--- src/rtl/apmfc_map.svh ---
/*
 * Register offsets, field positions, reset values and counts of the converter
 * power-mode and filter control block.
 * Assumes byte addressing on a 32-bit Avalon-MM bus, one register per word.
 */
// Behaviour
// - Sinc3 ratio fixed, sinc1 ratio 3 or 5.
// - Output rate follows ratio and speed mode.
// - Common-mode output driven only when enabled.
// - Speed bit selects high or low speed.
// - Standby bit chooses idle or standby when stopped.
// - Idle keeps sampling, only filter is stopped.
// - Standby engages on stop and halts sampling.
// - First conversion after standby lasts 24 more cycles.
// - Power-down stops analog, digital and sampling.
// - Power-down keeps all register contents.
// - Clearing power-down bit or reset resumes operation.
// - Reset reinitialises logic, interface and registers.
// - Power-on, reset pin and serial reset sources.
// - Only control value 58h commands a reset.
// - 1023 ones then zero resets the device.
`ifndef APMFC_MAP_SVH
`define APMFC_MAP_SVH

// Register byte offsets.
`define APMFC_OFS_CFG1 4'h0
`define APMFC_OFS_CFG2 4'h4
`define APMFC_OFS_CTRL 4'h8
`define APMFC_OFS_STAT 4'hc

// First configuration register fields.
`define APMFC_CFG1_CM_BIT 0
`define APMFC_CFG1_RST 1'h0

// Second configuration register fields and reset value.
`define APMFC_CFG2_POWER_DOWN_BIT_BIT 0
`define APMFC_CFG2_STBY_BIT 1
`define APMFC_CFG2_SPEED_BIT 2
`define APMFC_CFG2_RATIO_BIT 3
`define APMFC_CFG2_RST 4'h4

// Control register command bits and the reset key.
`define APMFC_CTRL_START_BIT 0
`define APMFC_CTRL_STOP_BIT 1
`define APMFC_CTRL_RST_KEY 8'h58

// Decimation figures.
`define APMFC_SINC3_OSR 32000
`define APMFC_MOD_DIV 2
`define APMFC_SINC1_LOW 3
`define APMFC_SINC1_HIGH 5

// Extra master clock cycles on the first conversion after standby.
`define APMFC_STBY_EXTRA 24

// Serial reset pattern lengths.
`define APMFC_PAT_ONES_MIN 11'h3ff
`define APMFC_PAT_ONES_CS 11'h400

`endif

--- src/rtl/apmfc_pkg.sv ---
/*
 * Types shared by the converter power-mode and filter control block.
 * Assumes the constants of apmfc_map.svh alongside.
 */
package apmfc_pkg;

    // Operating state of the converter core.
    typedef enum logic [1:0]
    {
        ST_IDLE = 2'b00,
        ST_STANDBY = 2'b01,
        ST_CONVERT = 2'b10,
        ST_POWER_DOWN_BIT = 2'b11
    } apmfc_state_e;

    // Conversion cycle counter.
    typedef logic [19:0] apmfc_cnt_t;

endpackage

--- src/rtl/apmfc_spi_reset_detect.sv ---
/*
 * Watches the serial pins for the reset pattern: a long run of ones ended by a
 * zero, or a run of at least 1024 ones ended by chip select rising.
 * Assumes the serial pins are asynchronous to clk_sys and that the serial
 * clock is much slower than clk_sys, so every edge is seen after sampling.
 */
`include "apmfc_map.svh"

module apmfc_spi_reset_detect
(
    // Clock and reset.
    input wire logic clk_sys,
    input wire logic srst,
    // Serial pins.
    input wire logic sclk_pin,
    input wire logic sdi_pin,
    input wire logic cs_n_pin,
    // Reset request, one cycle.
    output logic pat_rst_r
);

    logic [2:0] sclk_s_r; // Two sync stages then an edge history stage.
    logic [1:0] sdi_s_r; // Two sync stages.
    logic [2:0] cs_s_r; // Two sync stages then an edge history stage.
    logic [10:0] ones_r; // Saturating count of consecutive ones.
    logic sclk_fall;
    logic cs_rise;
    logic ones_sat;

    // Edges are taken from the second stage onward only.
    assign sclk_fall = sclk_s_r[2] & ~sclk_s_r[1];
    assign cs_rise = ~cs_s_r[2] & cs_s_r[1];
    assign ones_sat = (ones_r == `APMFC_PAT_ONES_CS);

    // Synchronise the pins; no logic looks at the first stage.
    always_ff @(posedge clk_sys)
    begin
        if (srst)
        begin
            sclk_s_r <= 3'h0;
            sdi_s_r <= 2'h0;
            cs_s_r <= 3'h7;
        end
        else
        begin
            sclk_s_r <= {sclk_s_r[1:0], sclk_pin};
            sdi_s_r <= {sdi_s_r[0], sdi_pin};
            cs_s_r <= {cs_s_r[1:0], cs_n_pin};
        end
    end

    // Count ones on falling serial clock edges and flag the pattern.
    always_ff @(posedge clk_sys)
    begin
        if (srst)
        begin
            ones_r <= 11'h0;
            pat_rst_r <= 1'b0;
        end
        else if (sclk_fall)
        begin
            // The terminating zero is shifted in on this edge.
            pat_rst_r <= ~sdi_s_r[1] & (ones_r >= `APMFC_PAT_ONES_MIN);
            ones_r <= sdi_s_r[1] ? (ones_sat ? ones_r : ones_r + 11'h1) : 11'h0;
        end
        else if (cs_rise)
        begin
            // Four-wire variant: the run is ended by the frame end.
            pat_rst_r <= ones_sat;
            ones_r <= 11'h0;
        end
        else
        begin
            pat_rst_r <= 1'b0;
        end
    end

endmodule

--- src/rtl/apmfc_top.sv ---
/*
 * Power-mode, speed-mode and sinc3+sinc1 decimation control of the converter,
 * with its register file on an Avalon-MM slave and the four reset sources.
 * Assumes clk_sys is the converter master clock and that the host supplies the
 * nominal rate for the chosen speed mode; the analog core obeys the enables.
 */
`include "apmfc_map.svh"

module apmfc_top
#(
    // Sinc3 decimation and modulator divide; shorten in simulation only.
    parameter int SINC3_OSR = `APMFC_SINC3_OSR,
    parameter int MOD_DIV = `APMFC_MOD_DIV
)
(
    // Clock and power-on reset.
    input wire logic clk_sys,
    input wire logic srst,
    // Dedicated reset pin, active low, asynchronous to clk_sys.
    input wire logic rst_pin_n,
    // Serial pins watched for the reset pattern.
    input wire logic sclk_pin,
    input wire logic sdi_pin,
    input wire logic cs_n_pin,
    // Avalon-MM slave.
    input wire logic [3:0] avs_address,
    input wire logic avs_read,
    input wire logic avs_write,
    input wire logic [31:0] avs_writedata,
    input wire logic [3:0] avs_byteenable,
    output logic [31:0] avs_readdata,
    output logic avs_waitrequest,
    // Converter core controls.
    output logic cm_out_en_r,
    output logic speed_high_r,
    output logic analog_on_r,
    output logic mod_sample_en_r,
    output logic filter_en_r,
    output logic result_valid_r,
    output logic drdy_n_r
);

    logic [1:0] rpin_s_r; // Reset pin synchroniser.
    logic cmd_rst_r; // Reset commanded over the bus.
    logic pat_rst_r; // Reset from the serial pattern detector.
    logic rst_ext; // Every reset except the serial pattern.
    logic rst_all; // Every reset source together.
    logic wait_r; // Waitrequest, high while idle.
    logic [31:0] rdata_r; // Read data register.
    logic cfg1_cm_r; // Common-mode output enable.
    logic [3:0] cfg2_r; // Second configuration register.
    logic stop_pend_r; // Stop requested, taken at end of conversion.
    logic first_r; // Current conversion is the first after a start.
    apmfc_pkg::apmfc_state_e state_r, state_nxt; // Sequencer state.
    apmfc_pkg::apmfc_cnt_t cnt_r, cnt_nxt; // Master clocks left in the conversion.
    logic wr_acc, rd_take; // Write taken and read latched at this edge.
    logic wr_cfg1, wr_cfg2, wr_ctrl; // Register write strobes.
    logic rst_key, start_req, stop_req; // Control register commands.
    logic power_down_bit, stby_sel, ratio_hi, conv_done; // Decoded fields and end of conversion.
    logic [31:0] rd_mux; // Read data before it is registered.

    // Length of one conversion in master clocks, with the standby penalty.
    function automatic apmfc_pkg::apmfc_cnt_t conv_len(input logic hi, input logic extra);
        int n;
        n = MOD_DIV * SINC3_OSR * (hi ? `APMFC_SINC1_HIGH : `APMFC_SINC1_LOW);
        if (extra)
        begin
            n = n + `APMFC_STBY_EXTRA;
        end
        return apmfc_pkg::apmfc_cnt_t'(n);
    endfunction

    // Serial reset pattern detector; it is reset by the other sources too.
    apmfc_spi_reset_detect u_pat
    (
        .clk_sys(clk_sys),
        .srst(rst_ext),
        .sclk_pin(sclk_pin),
        .sdi_pin(sdi_pin),
        .cs_n_pin(cs_n_pin),
        .pat_rst_r(pat_rst_r)
    );

    // Reset pin synchroniser; only power-on reset initialises it, to the released level.
    always_ff @(posedge clk_sys)
    begin
        if (srst)
        begin
            rpin_s_r <= 2'h3;
        end
        else
        begin
            rpin_s_r <= {rpin_s_r[0], rst_pin_n};
        end
    end

    // All reset sources merge here and clear the block, except the pin synchroniser and the pattern detector.
    assign rst_ext = srst | ~rpin_s_r[1] | cmd_rst_r;
    assign rst_all = rst_ext | pat_rst_r;

    // Bus decode.
    assign wr_acc = avs_write & ~wait_r;
    assign rd_take = avs_read & wait_r;
    assign wr_cfg1 = wr_acc & avs_byteenable[0] & (avs_address == `APMFC_OFS_CFG1);
    assign wr_cfg2 = wr_acc & avs_byteenable[0] & (avs_address == `APMFC_OFS_CFG2);
    assign wr_ctrl = wr_acc & avs_byteenable[0] & (avs_address == `APMFC_OFS_CTRL);
    assign rst_key = wr_ctrl & (avs_writedata[7:0] == `APMFC_CTRL_RST_KEY);
    assign start_req = wr_ctrl & ~rst_key & avs_writedata[`APMFC_CTRL_START_BIT];
    assign stop_req = wr_ctrl & ~rst_key & avs_writedata[`APMFC_CTRL_STOP_BIT];

    // Configuration fields.
    assign power_down_bit = cfg2_r[`APMFC_CFG2_POWER_DOWN_BIT_BIT];
    assign stby_sel = cfg2_r[`APMFC_CFG2_STBY_BIT];
    assign ratio_hi = cfg2_r[`APMFC_CFG2_RATIO_BIT];
    assign conv_done = (state_r == apmfc_pkg::ST_CONVERT) & (cnt_r == 20'h1);

    // Read multiplexer; unmapped offsets and the control register read zero.
    assign rd_mux = (avs_address == `APMFC_OFS_CFG1) ? {31'h0, cfg1_cm_r} :
                    (avs_address == `APMFC_OFS_CFG2) ? {28'h0, cfg2_r} :
                    (avs_address == `APMFC_OFS_STAT) ?
                    {27'h0, first_r, stop_pend_r, ~drdy_n_r, state_r} : 32'h0;

    // Every request waits one cycle, then is answered in the next.
    always_ff @(posedge clk_sys)
    begin
        if (rst_all)
        begin
            wait_r <= 1'b1;
            rdata_r <= 32'h0;
        end
        else
        begin
            wait_r <= ~((avs_read | avs_write) & wait_r);
            rdata_r <= rd_take ? rd_mux : rdata_r;
        end
    end

    // Register file; power-down leaves it untouched, only reset clears it.
    always_ff @(posedge clk_sys)
    begin
        if (rst_all)
        begin
            cfg1_cm_r <= `APMFC_CFG1_RST;
            cfg2_r <= `APMFC_CFG2_RST;
            cmd_rst_r <= 1'b0;
        end
        else
        begin
            cfg1_cm_r <= wr_cfg1 ? avs_writedata[`APMFC_CFG1_CM_BIT] : cfg1_cm_r;
            cfg2_r <= wr_cfg2 ? avs_writedata[3:0] : cfg2_r;
            cmd_rst_r <= rst_key;
        end
    end

    // Next state and counter of the conversion sequencer.
    always_comb
    begin
        state_nxt = state_r;
        cnt_nxt = cnt_r;
        case (state_r)
            apmfc_pkg::ST_IDLE:
            begin
                // Modulator keeps sampling; a start enables the filter.
                if (start_req)
                begin
                    state_nxt = apmfc_pkg::ST_CONVERT;
                    cnt_nxt = conv_len(ratio_hi, 1'b0);
                end
                else if (stby_sel)
                begin
                    state_nxt = apmfc_pkg::ST_STANDBY;
                end
            end
            apmfc_pkg::ST_STANDBY:
            begin
                // Restart from standby pays the stabilising penalty.
                if (start_req)
                begin
                    state_nxt = apmfc_pkg::ST_CONVERT;
                    cnt_nxt = conv_len(ratio_hi, 1'b1);
                end
                else if (!stby_sel)
                begin
                    state_nxt = apmfc_pkg::ST_IDLE;
                end
            end
            apmfc_pkg::ST_CONVERT:
            begin
                if (start_req)
                begin
                    // A second start restarts the ongoing conversion.
                    cnt_nxt = conv_len(ratio_hi, 1'b0);
                end
                else if (conv_done)
                begin
                    // The stop lands only once the running conversion ends.
                    state_nxt = stop_pend_r ?
                                (stby_sel ? apmfc_pkg::ST_STANDBY : apmfc_pkg::ST_IDLE) :
                                apmfc_pkg::ST_CONVERT;
                    cnt_nxt = conv_len(ratio_hi, 1'b0);
                end
                else
                begin
                    cnt_nxt = cnt_r - 20'h1;
                end
            end
            apmfc_pkg::ST_POWER_DOWN_BIT:
            begin
                // Conversions are not resumed on exit; software starts them.
                if (!power_down_bit)
                begin
                    state_nxt = stby_sel ? apmfc_pkg::ST_STANDBY :
                                apmfc_pkg::ST_IDLE;
                end
            end
            default:
            begin
                state_nxt = apmfc_pkg::ST_IDLE;
            end
        endcase
        // Power-down overrides everything, even a start written with it.
        if (power_down_bit)
        begin
            state_nxt = apmfc_pkg::ST_POWER_DOWN_BIT;
        end
    end

    // Sequencer registers.
    always_ff @(posedge clk_sys)
    begin
        if (rst_all)
        begin
            state_r <= apmfc_pkg::ST_IDLE;
            cnt_r <= 20'h0;
            stop_pend_r <= 1'b0;
            first_r <= 1'b0;
        end
        else
        begin
            state_r <= state_nxt;
            cnt_r <= cnt_nxt;
            stop_pend_r <= ~start_req & (stop_req | (stop_pend_r & ~conv_done));
            first_r <= start_req | (first_r & ~conv_done);
        end
    end

    // Core enables and ready flag, all registered.
    always_ff @(posedge clk_sys)
    begin
        if (rst_all)
        begin
            cm_out_en_r <= 1'b0;
            speed_high_r <= 1'b1;
            analog_on_r <= 1'b1;
            mod_sample_en_r <= 1'b1;
            filter_en_r <= 1'b0;
            result_valid_r <= 1'b0;
            drdy_n_r <= 1'b1;
        end
        else
        begin
            // The common-mode buffer is part of the analog section.
            cm_out_en_r <= cfg1_cm_r & ~power_down_bit;
            // The host must match the master clock to this mode.
            speed_high_r <= cfg2_r[`APMFC_CFG2_SPEED_BIT];
            analog_on_r <= (state_nxt != apmfc_pkg::ST_POWER_DOWN_BIT);
            mod_sample_en_r <= (state_nxt == apmfc_pkg::ST_IDLE) |
                               (state_nxt == apmfc_pkg::ST_CONVERT);
            filter_en_r <= (state_nxt == apmfc_pkg::ST_CONVERT);
            result_valid_r <= conv_done & ~power_down_bit & ~start_req;
            drdy_n_r <= (start_req | power_down_bit) ? 1'b1 :
                        ((conv_done & ~power_down_bit) ? 1'b0 : drdy_n_r);
        end
    end

    assign avs_waitrequest = wait_r;
    assign avs_readdata = rdata_r;

    // Common-mode output is off one edge after its enable bit is seen low.
    property p_cm_off;
        @(posedge clk_sys) disable iff (rst_all)
        !cfg1_cm_r |=> !cm_out_en_r;
    endproperty
    a_cm_off: assert property (p_cm_off) else $error("common-mode enable leaked");
    // Idle samples but does not filter.
    property p_idle;
        @(posedge clk_sys) disable iff (rst_all)
        (state_r == apmfc_pkg::ST_IDLE) && !power_down_bit && !start_req && !stby_sel
        |=> mod_sample_en_r && !filter_en_r;
    endproperty
    a_idle: assert property (p_idle) else $error("idle enables wrong");
    // Standby halts sampling.
    property p_stby;
        @(posedge clk_sys) disable iff (rst_all)
        (state_r == apmfc_pkg::ST_STANDBY) && stby_sel && !power_down_bit && !start_req
        |=> !mod_sample_en_r;
    endproperty
    a_stby: assert property (p_stby) else $error("standby still sampling");
    // Start from standby loads the longer first conversion.
    property p_stby_len;
        @(posedge clk_sys) disable iff (rst_all)
        (state_r == apmfc_pkg::ST_STANDBY) && start_req && !power_down_bit
        |=> cnt_r == conv_len($past(ratio_hi), 1'b0) + `APMFC_STBY_EXTRA;
    endproperty
    a_stby_len: assert property (p_stby_len) else $error("standby penalty wrong");
    // Power-down turns everything off and yields no results.
    property p_power_down_bit;
        @(posedge clk_sys) disable iff (rst_all)
        power_down_bit |=> !analog_on_r && !mod_sample_en_r && !result_valid_r ##1 drdy_n_r;
    endproperty
    a_power_down_bit: assert property (p_power_down_bit) else $error("power-down leaks");
    // The second configuration register holds unless written.
    property p_hold;
        @(posedge clk_sys) disable iff (rst_all)
        !wr_cfg2 |=> $stable(cfg2_r);
    endproperty
    a_hold: assert property (p_hold) else $error("config changed by itself");
    // Clearing power-down leaves the state on the next edge.
    property p_exit;
        @(posedge clk_sys) disable iff (rst_all)
        (state_r == apmfc_pkg::ST_POWER_DOWN_BIT) && !power_down_bit |=> state_r != apmfc_pkg::ST_POWER_DOWN_BIT;
    endproperty
    a_exit: assert property (p_exit) else $error("power-down not left");
    // Only the key commands a reset; the command reset itself must not disable the check.
    property p_key;
        @(posedge clk_sys) disable iff (srst | pat_rst_r | ~rpin_s_r[1])
        wr_ctrl |=> cmd_rst_r == ($past(avs_writedata[7:0]) == `APMFC_CTRL_RST_KEY);
    endproperty
    a_key: assert property (p_key) else $error("reset key decode wrong");
    // A pin, command or pattern reset restores the defaults one edge later.
    property p_rst;
        @(posedge clk_sys) disable iff (srst)
        rst_all |=> cfg2_r == `APMFC_CFG2_RST && !cfg1_cm_r && state_r == apmfc_pkg::ST_IDLE;
    endproperty
    a_rst: assert property (p_rst) else $error("reset defaults wrong");

endmodule
--- config.mk ---
export PLATFORM = sky130hd
export DESIGN_NAME = apmfc_top
export DESIGN_NICKNAME = d
export VERILOG_FILES = /design/src/rtl/apmfc_pkg.sv /design/src/rtl/apmfc_spi_reset_detect.sv /design/src/rtl/apmfc_top.sv
export VERILOG_INCLUDE_DIRS = /design/src /design/src/rtl
export SDC_FILE = /design/constraint.sdc
export NUM_CORES = 1
export LEC_CHECK = 0
export BUFFER_PORTS_ARGS = -buffer_cell sky130_fd_sc_hd__buf_4
export CORE_MARGIN = 5
export CORE_UTILIZATION = 45
export DETAILED_ROUTE_END_ITERATION = 7
export GPL_TIMING_DRIVEN = 0
export PLACE_DENSITY_LB_ADDON = 0.08
export SLEW_MARGIN = 5
export SYNTH_ARGS = -nofsm -noshare
export SYNTH_HDL_FRONTEND = slang
export SYNTH_SLANG_ARGS = --single-unit
--- constraint.sdc ---
create_clock -name clk_sys -period 4.57 [get_ports clk_sys]
set_input_delay 0 -clock clk_sys [delete_from_list [all_inputs] [get_ports clk_sys]]
set_output_delay 0 -clock clk_sys [all_outputs]
set_load 0.005 [all_outputs]
==> results of run 1 <==
-- cell type report --
| type | instances | area [sq um] | area share (%) |
|---|---|---|---|
| inverter | 8 | 30.0 | 0.675 |
| multi-input combinational | 339 | 2060 | 46.2 |
| sequential | 65 | 1300 | 29.2 |
| tap | 102 | 128 | 2.87 |
| buffer | 47 | 297 | 6.66 |
| clock buffer | 9 | 124 | 2.78 |
| timing repair buffer | 52 | 438 | 9.84 |
| clock inverter | 7 | 76.3 | 1.71 |
-- sequential cells by signal, indices dropped and copies added (netlist names), 2 cells and up --
name / flops
avs_readdata: 5
cfg2_r: 4
cnt_r: 20
rpin_s_r: 2
state_r: 2
u_pat.cs_s_r: 3
u_pat.ones_r: 11
u_pat.sclk_s_r: 3
u_pat.sdi_s_r: 2
-- final timing paths --
kind / end / cells after the start / startpoint
worst max-delay path: cmd_rst_r$_SDFF_PP0_ / 9 / srst
worst min-delay path: cfg1_cm_r$_SDFFE_PP0P_ / 4 / avs_address[2]
worst max register to register: cmd_rst_r$_SDFF_PP0_ / 7 / cmd_rst_r$_SDFF_PP0_
worst min register to register: u_pat.cs_s_r[1]$_SDFF_PP1_ / 1 / u_pat.cs_s_r[0]$_SDFF_PP1_
-- critical path, delay by kind of cell --
kind          cells  cell delay (ns)
buf+inv           5             1.99
simple gates      4             1.13
-- logic make-up after synthesis --
family	synth area share (%)
AOI/OAI and AO/OA	17.8
DFF	36.3
muxes	1.99
xor gates and xnor gates	1.71
adders and majority gates	2.79
buffers and inverters	9.10
other	0.105
and+or+nand+nor	30.2
-- synth_stat cells (all sizes together), types with 4 or more instances --
cell	number	area share (%)
a31oi	11	1.9
ha	8	2.8
nand3	15	2.1
or2	4	0.70
nor2	38	4.0
xor2	6	1.5
o221a	4	1.3
clkbuf	10	1.0
and3	5	0.94
or3	9	1.6
inv	8	0.84
and2	7	1.2
dfxtp	65	36
nor2b	9	1.6
o211ai	5	1.0
o21ai	22	3.1
nor3b	4	0.84
nor3	16	2.5
mux2i	6	1.7
nand2b	6	1.0
buf	37	7.2
or4	6	1.3
nand4	14	2.4
nor4	15	3.2
a21oi	25	3.6
nand2	33	3.5
a211oi	4	0.84
-- cell usage in the layout, fill, tap and decap left out, drive strengths merged, types with 5 or more instances in the layout --
cell and n:
buf 70, nor3 16, o211ai 5, o21ai 22, clkbuf 19, a21oi 25
nand4 14, nand2b 6, nor2 38, and3 5, nand3 15, and2 7
dfxtp 65, or3 9, nor2b 9, xor2 6, nor4 15, conb 27
or4 6, dlygate4sd3 19, ha 8, nand2 33, inv 10, mux2i 6
a31oi 11
-- power by group through the flow --
stage	combinational, mW	clock (mW)	sequential (mW)
CTS	0.505	0.511	0.657
detailed placement	0.489	0	0.670
floorplan	0.375	0	0.658
global placement	0.484	0	0.669
global route	0.574	0.541	0.665
finish	0.514	0.496	0.659
-- metal layers --
metal	GRT usage, %	wire length (um)
met1	24.6	4210
met2	31.3	4450
met3	4.07	426
met4	5.57	154
met5	0	0
==> impl_metrics.env, run 1 <==
export IMPL_run_status="complete, no violations"
export IMPL_die_area_sq_mm=0.00986
export IMPL_drt_iter0_drc=253
export IMPL_filler_cell_count=755
export IMPL_clock_sinks=65
export IMPL_synthDistinctLibCells=67
export IMPL_cts_hold_repair_buffers=19
export IMPL_synth_async_sr_flop_share_pct=0
export IMPL_floorplan_initialDensity_pct=46.4
export IMPL_fin_tns_setup_ns=0
export IMPL_r2r_setup_slack_ns=1.78
export IMPL_clockBufferDepth=2
export IMPL_placed_cells=594
export IMPL_layout_drive_gt1_share_pct=19.9
export IMPL_power_density_mw_per_mm2=375
export IMPL_final_hold_violation_count=0
export IMPL_fp_row_count=32
export IMPL_tritoncts="done"
export IMPL_cp_endpoint_kind="flip-flop"
export IMPL_place_gp_congestion=0.840
export IMPL_remaining_antenna_violation_count=0
export IMPL_rsz0062_at_grt="false"
export IMPL_htreeDepth=3
export IMPL_first_pass_grt_wire_length_mm=15.3
export IMPL_ir_worst_vdd_mv=0.221
export IMPL_finClkSkew_ns=0.0117
export IMPL_avgSynthCellArea_sq_um=8.28
export IMPL_critical_path_cell_chain="dlygate4sd3_1, buf_4, or3b_1, buf_2, nor2_1, nand3_1, dlygate4sd3_1, nor2_1, dlygate4sd3_1"
export IMPL_grt_pass1_vias=3205
export IMPL_detail_route_wirelength_mm=9.23
export IMPL_netSwitchingFraction_pct=35.2
export IMPL_grt_max_degree=14
export IMPL_worst_path_max_fanout=9
export IMPL_power_share_sequential_pct=39.5
export IMPL_clockRootBuffer="sky130_fd_sc_hd__clkbuf_8"
export IMPL_vias=3412
export IMPL_power_combinational_fraction_pct=30.8
export IMPL_core_region_area_sq_mm=0.00773
export IMPL_slowest_stage="sky130_fd_sc_hd__dlygate4sd3_1"
export IMPL_path_common_cell="sky130_fd_sc_hd__dlygate4sd3_1"
export IMPL_max_cap_viol_count=0
export IMPL_finalNonFillerCells=629
export IMPL_clock_power_share_pct=29.7
export IMPL_critPathLaunchType="primary input"
export IMPL_report_final_setup_viol=0
export IMPL_worst_setup_hold_path_clk_slew_ns=0.08
export IMPL_syn_instance_count=433
export IMPL_io_pins=88
export IMPL_number_of_enable_flip_flop_cells_after_synthesis=0
export IMPL_dpl_hpwl_mm=6.44
export IMPL_floorplan_die_height_um=99.3
export IMPL_highest_achievable_clock_rate_ghz=0.354
export IMPL_n_antenna_cell=0
export IMPL_antenna_found_initial=0
export IMPL_worst_setup_path_type="in2reg"
export IMPL_finish_net_count=578
export IMPL_finalCriticalPeriod_ns=2.83
export IMPL_design_area_sq_mm=0.00445
export IMPL_placedInstanceArea_sq_mm=0.00406
export IMPL_cts_resized=0
export IMPL_postSynth_topFlopCell="sky130_fd_sc_hd__dfxtp_1"
export IMPL_firstDrtPassIters=5
export IMPL_timing_final_crit_share_pct=61.8
export IMPL_layout_setup_ws_ns=1.74
export IMPL_final_max_slew_violation_count=0
export IMPL_p_total_mw=1.67
export IMPL_crit_arrival_ns=3.12
export IMPL_p_switching_uw=588
export IMPL_post_route_drc_count=0
export IMPL_global_route_overflow_total=0
export IMPL_yosys_register_bits=65
export IMPL_crit_path_max_incr_delay_ns=0.59
export IMPL_cts_buffers_inserted=9
export IMPL_setup_slack_at_placement_ns=1.98
export IMPL_clock_latency_on_the_worst_skew_pair_ns=0.34
export IMPL_wl_per_cell_um=14.7
export IMPL_seq_area_frac_synth_pct=36.3
export IMPL_die_w_um=99.3
export IMPL_syn_cell_area_sq_mm=0.00359
export IMPL_port_buffers=33
export IMPL_power_static_leakage_nw=1.72
export IMPL_crit_required_ns=4.87
export IMPL_relSlewSlack_pct=32.9
export IMPL_worstMarginPinSlew_ns=1.00
export IMPL_synth_warning_count=0
export IMPL_internal_power_mw=1.08
export IMPL_flow_area_growth_from_synthesis_pct=24.1
export IMPL_post_cts_setup_buffers=0
export IMPL_timing_hold_worst_class="in2reg"
export IMPL_fin_worst_hold_slack_ns=0.0637
export IMPL_fin_util_pct=57.6
export IMPL_grt_total_usage_pct=18.8
export IMPL_vias_per_cell=5.42
Note: power is estimated with default switching activity, not from simulation.
==> run 2, diff against run 1 <==
==> constraint.sdc (replaced) <==
create_clock -name clk_sys -period 2.9 [get_ports clk_sys]
set_input_delay 0 -clock clk_sys [delete_from_list [all_inputs] [get_ports clk_sys]]
set_output_delay 0 -clock clk_sys [all_outputs]
set_load 0.005 [all_outputs]
==> run 2 against run 1 <==
Clock skew is 0.00072 ns higher. Sequential power grew 58%. Cell count is the same. Setup slack got worse by 1.5 ns.
==> impl_metrics.env, run 2 (synthesis results as in run 1) <==
export IMPL_min_delay_start="avs_address[2]"
export IMPL_clockBufferDepth=2
export IMPL_fin_tns_setup_ns=0
export IMPL_crit_required_ns=3.20
export IMPL_post_route_drc_count=0
export IMPL_finish_net_count=578
export IMPL_use_met3_pct=4.07
export IMPL_grt_pass1_vias=3205
export IMPL_tritoncts="done"
export IMPL_timing_final_crit_share_pct=91.0
export IMPL_power_static_leakage_nw=1.72
export IMPL_largest_register="cnt_r"
export IMPL_final_max_slew_violation_count=0
export IMPL_groute_layer_met1_usage_pct=24.6
export IMPL_wl_per_cell_um=14.7
export IMPL_port_buffers=33
export IMPL_ir_worst_vdd_mv=0.349
export IMPL_io_pins=88
export IMPL_first_pass_grt_wire_length_mm=15.3
export IMPL_antenna_found_initial=0
export IMPL_r2r_setup_slack_ns=0.29
export IMPL_worst_setup_hold_path_clk_slew_ns=0.08
export IMPL_floorplan_die_height_um=99.3
export IMPL_min_to="cfg1_cm_r$_SDFFE_PP0P_"
export IMPL_fp_row_count=32
export IMPL_setup_slack_at_placement_ns=0.314
export IMPL_grt_max_degree=14
export IMPL_n_antenna_cell=0
export IMPL_firstDrtPassIters=5
export IMPL_rsz0062_at_grt="false"
export IMPL_floorplan_initialDensity_pct=46.4
export IMPL_relSlewSlack_pct=32.4
export IMPL_die_area_sq_mm=0.00986
export IMPL_crit_arrival_ns=2.94
export IMPL_r2r_end="cnt_r[4]$_SDFFE_PP0P_"
export IMPL_p_total_mw=2.64
export IMPL_highest_achievable_clock_rate_ghz=0.379
export IMPL_power_density_mw_per_mm2=592
export IMPL_remaining_antenna_violation_count=0
export IMPL_worstRegToRegCells=8
export IMPL_post_cts_setup_buffers=0
export IMPL_htreeDepth=3
export IMPL_layout_drive_gt1_share_pct=20.1
export IMPL_cp_endpoint_kind="flip-flop"
export IMPL_report_final_setup_viol=0
export IMPL_die_w_um=99.3
export IMPL_top_usage_layer="met2"
export IMPL_core_region_area_sq_mm=0.00773
export IMPL_timing_hold_worst_class="in2reg"
export IMPL_clock_sinks=65
export IMPL_max_cap_viol_count=0
export IMPL_final_hold_violation_count=0
export IMPL_clockRootBuffer="sky130_fd_sc_hd__clkbuf_8"
export IMPL_vias=3400
export IMPL_detail_route_wirelength_mm=9.26
export IMPL_grt_total_usage_pct=18.8
export IMPL_clock_latency_on_the_worst_skew_pair_ns=0.35
export IMPL_holdPathStages=4
export IMPL_final_common_cell="sky130_fd_sc_hd__dfxtp_1"
export IMPL_run_status="complete, no violations"
export IMPL_layout_setup_ws_ns=0.260
export IMPL_worst_path_max_fanout=9
export IMPL_vias_per_cell=5.41
export IMPL_global_route_overflow_total=0
export IMPL_finClkSkew_ns=0.0124
export IMPL_dpl_hpwl_mm=6.44
export IMPL_cts_buffers_inserted=9
export IMPL_critPathLaunchType="primary input"
export IMPL_drt_iter0_drc=216
export IMPL_met2_usage_pct=31.3
export IMPL_place_gp_congestion=0.840
export IMPL_worst_r2r_startpoint="state_r[1]$_SDFF_PP0_"
export IMPL_flow_area_growth_from_synthesis_pct=24.1
export IMPL_worstMarginPinSlew_ns=1.01
export IMPL_finalCriticalPeriod_ns=2.64
export IMPL_worst_setup_path_type="in2reg"
export IMPL_layout_common_cells="sky130_fd_sc_hd__dfxtp_1, sky130_fd_sc_hd__buf_4, sky130_fd_sc_hd__nor2_1"
export IMPL_largest_reg_flops=20
## run 2: area by class of cell
type / instances / area [sq um]
fillers: 754 / 3270
multi-input cells: 339 / 2060
flip-flops and latches: 65 / 1300
repair buffers: 52 / 438
plain buffers: 47 / 297
well taps: 102 / 128
clock buffers: 9 / 124
clock inverters: 7 / 76.3
inverters: 8 / 30.0
## run 2: worst max-delay path by stage
stage,endpoint,cells past startpoint,startpoint
detailed placement,cnt_r[4]$_SDFFE_PP0P_,8,state_r[1]$_SDFF_PP0_
floorplan,cnt_r[10]$_SDFFE_PP0P_,9,state_r[1]$_SDFF_PP0_
CTS,cmd_rst_r$_SDFF_PP0_,9,srst
global placement,cnt_r[4]$_SDFFE_PP0P_,8,state_r[1]$_SDFF_PP0_
finish,cmd_rst_r$_SDFF_PP0_,9,srst
global route,cnt_r[4]$_SDFFE_PP0P_,8,state_r[1]$_SDFF_PP0_
## run 2: power breakdown
part           switching [mW]  leakage (nW)  internal, mW
registers              0.0817         0.527         0.957
clock network           0.382        0.0962         0.402
logic                   0.467          1.10         0.346
## run 2: through the flow
step / cells / hold slack [ns] / util (%) / instance area, sq um
global route: 629 / 0.0723 / 57.6 / 4450
global placement: 594 / 0.186 / 52.5 / 4060
floorplan: 459 / 0.101 / - / 3680
CTS: 629 / 0.0483 / 57.6 / 4450
finish: 629 / 0.0667 / 57.6 / 4450
detailed placement: 594 / 0.194 / 52.5 / 4060
## run 2: what timing repair did
action                                  CTS  global route
hold buffers                             19             0
hold endpoints to repair                 15             0
endpoints found under the setup margin    0             1
gates resized for setup                   0             1
## run 2: worst max-delay path, stage by stage
cell	delay, ns
sky130_fd_sc_hd__dlygate4sd3_1	0.54
sky130_fd_sc_hd__buf_4	0.14
sky130_fd_sc_hd__or3b_1	0.35
sky130_fd_sc_hd__buf_2	0.18
sky130_fd_sc_hd__nor2_2	0.39
sky130_fd_sc_hd__nand3_1	0.12
sky130_fd_sc_hd__dlygate4sd3_1	0.58
sky130_fd_sc_hd__nor2_1	0.08
sky130_fd_sc_hd__dlygate4sd3_1	0.54
## run 2: metal layers
layer,part of all wire (%),wire [um],vias up
li1,-,-,1729
met1,45,4210,1569
met2,48,4480,89
met3,4.4,410,13
met4,1.7,153,0
met5,0,0,-
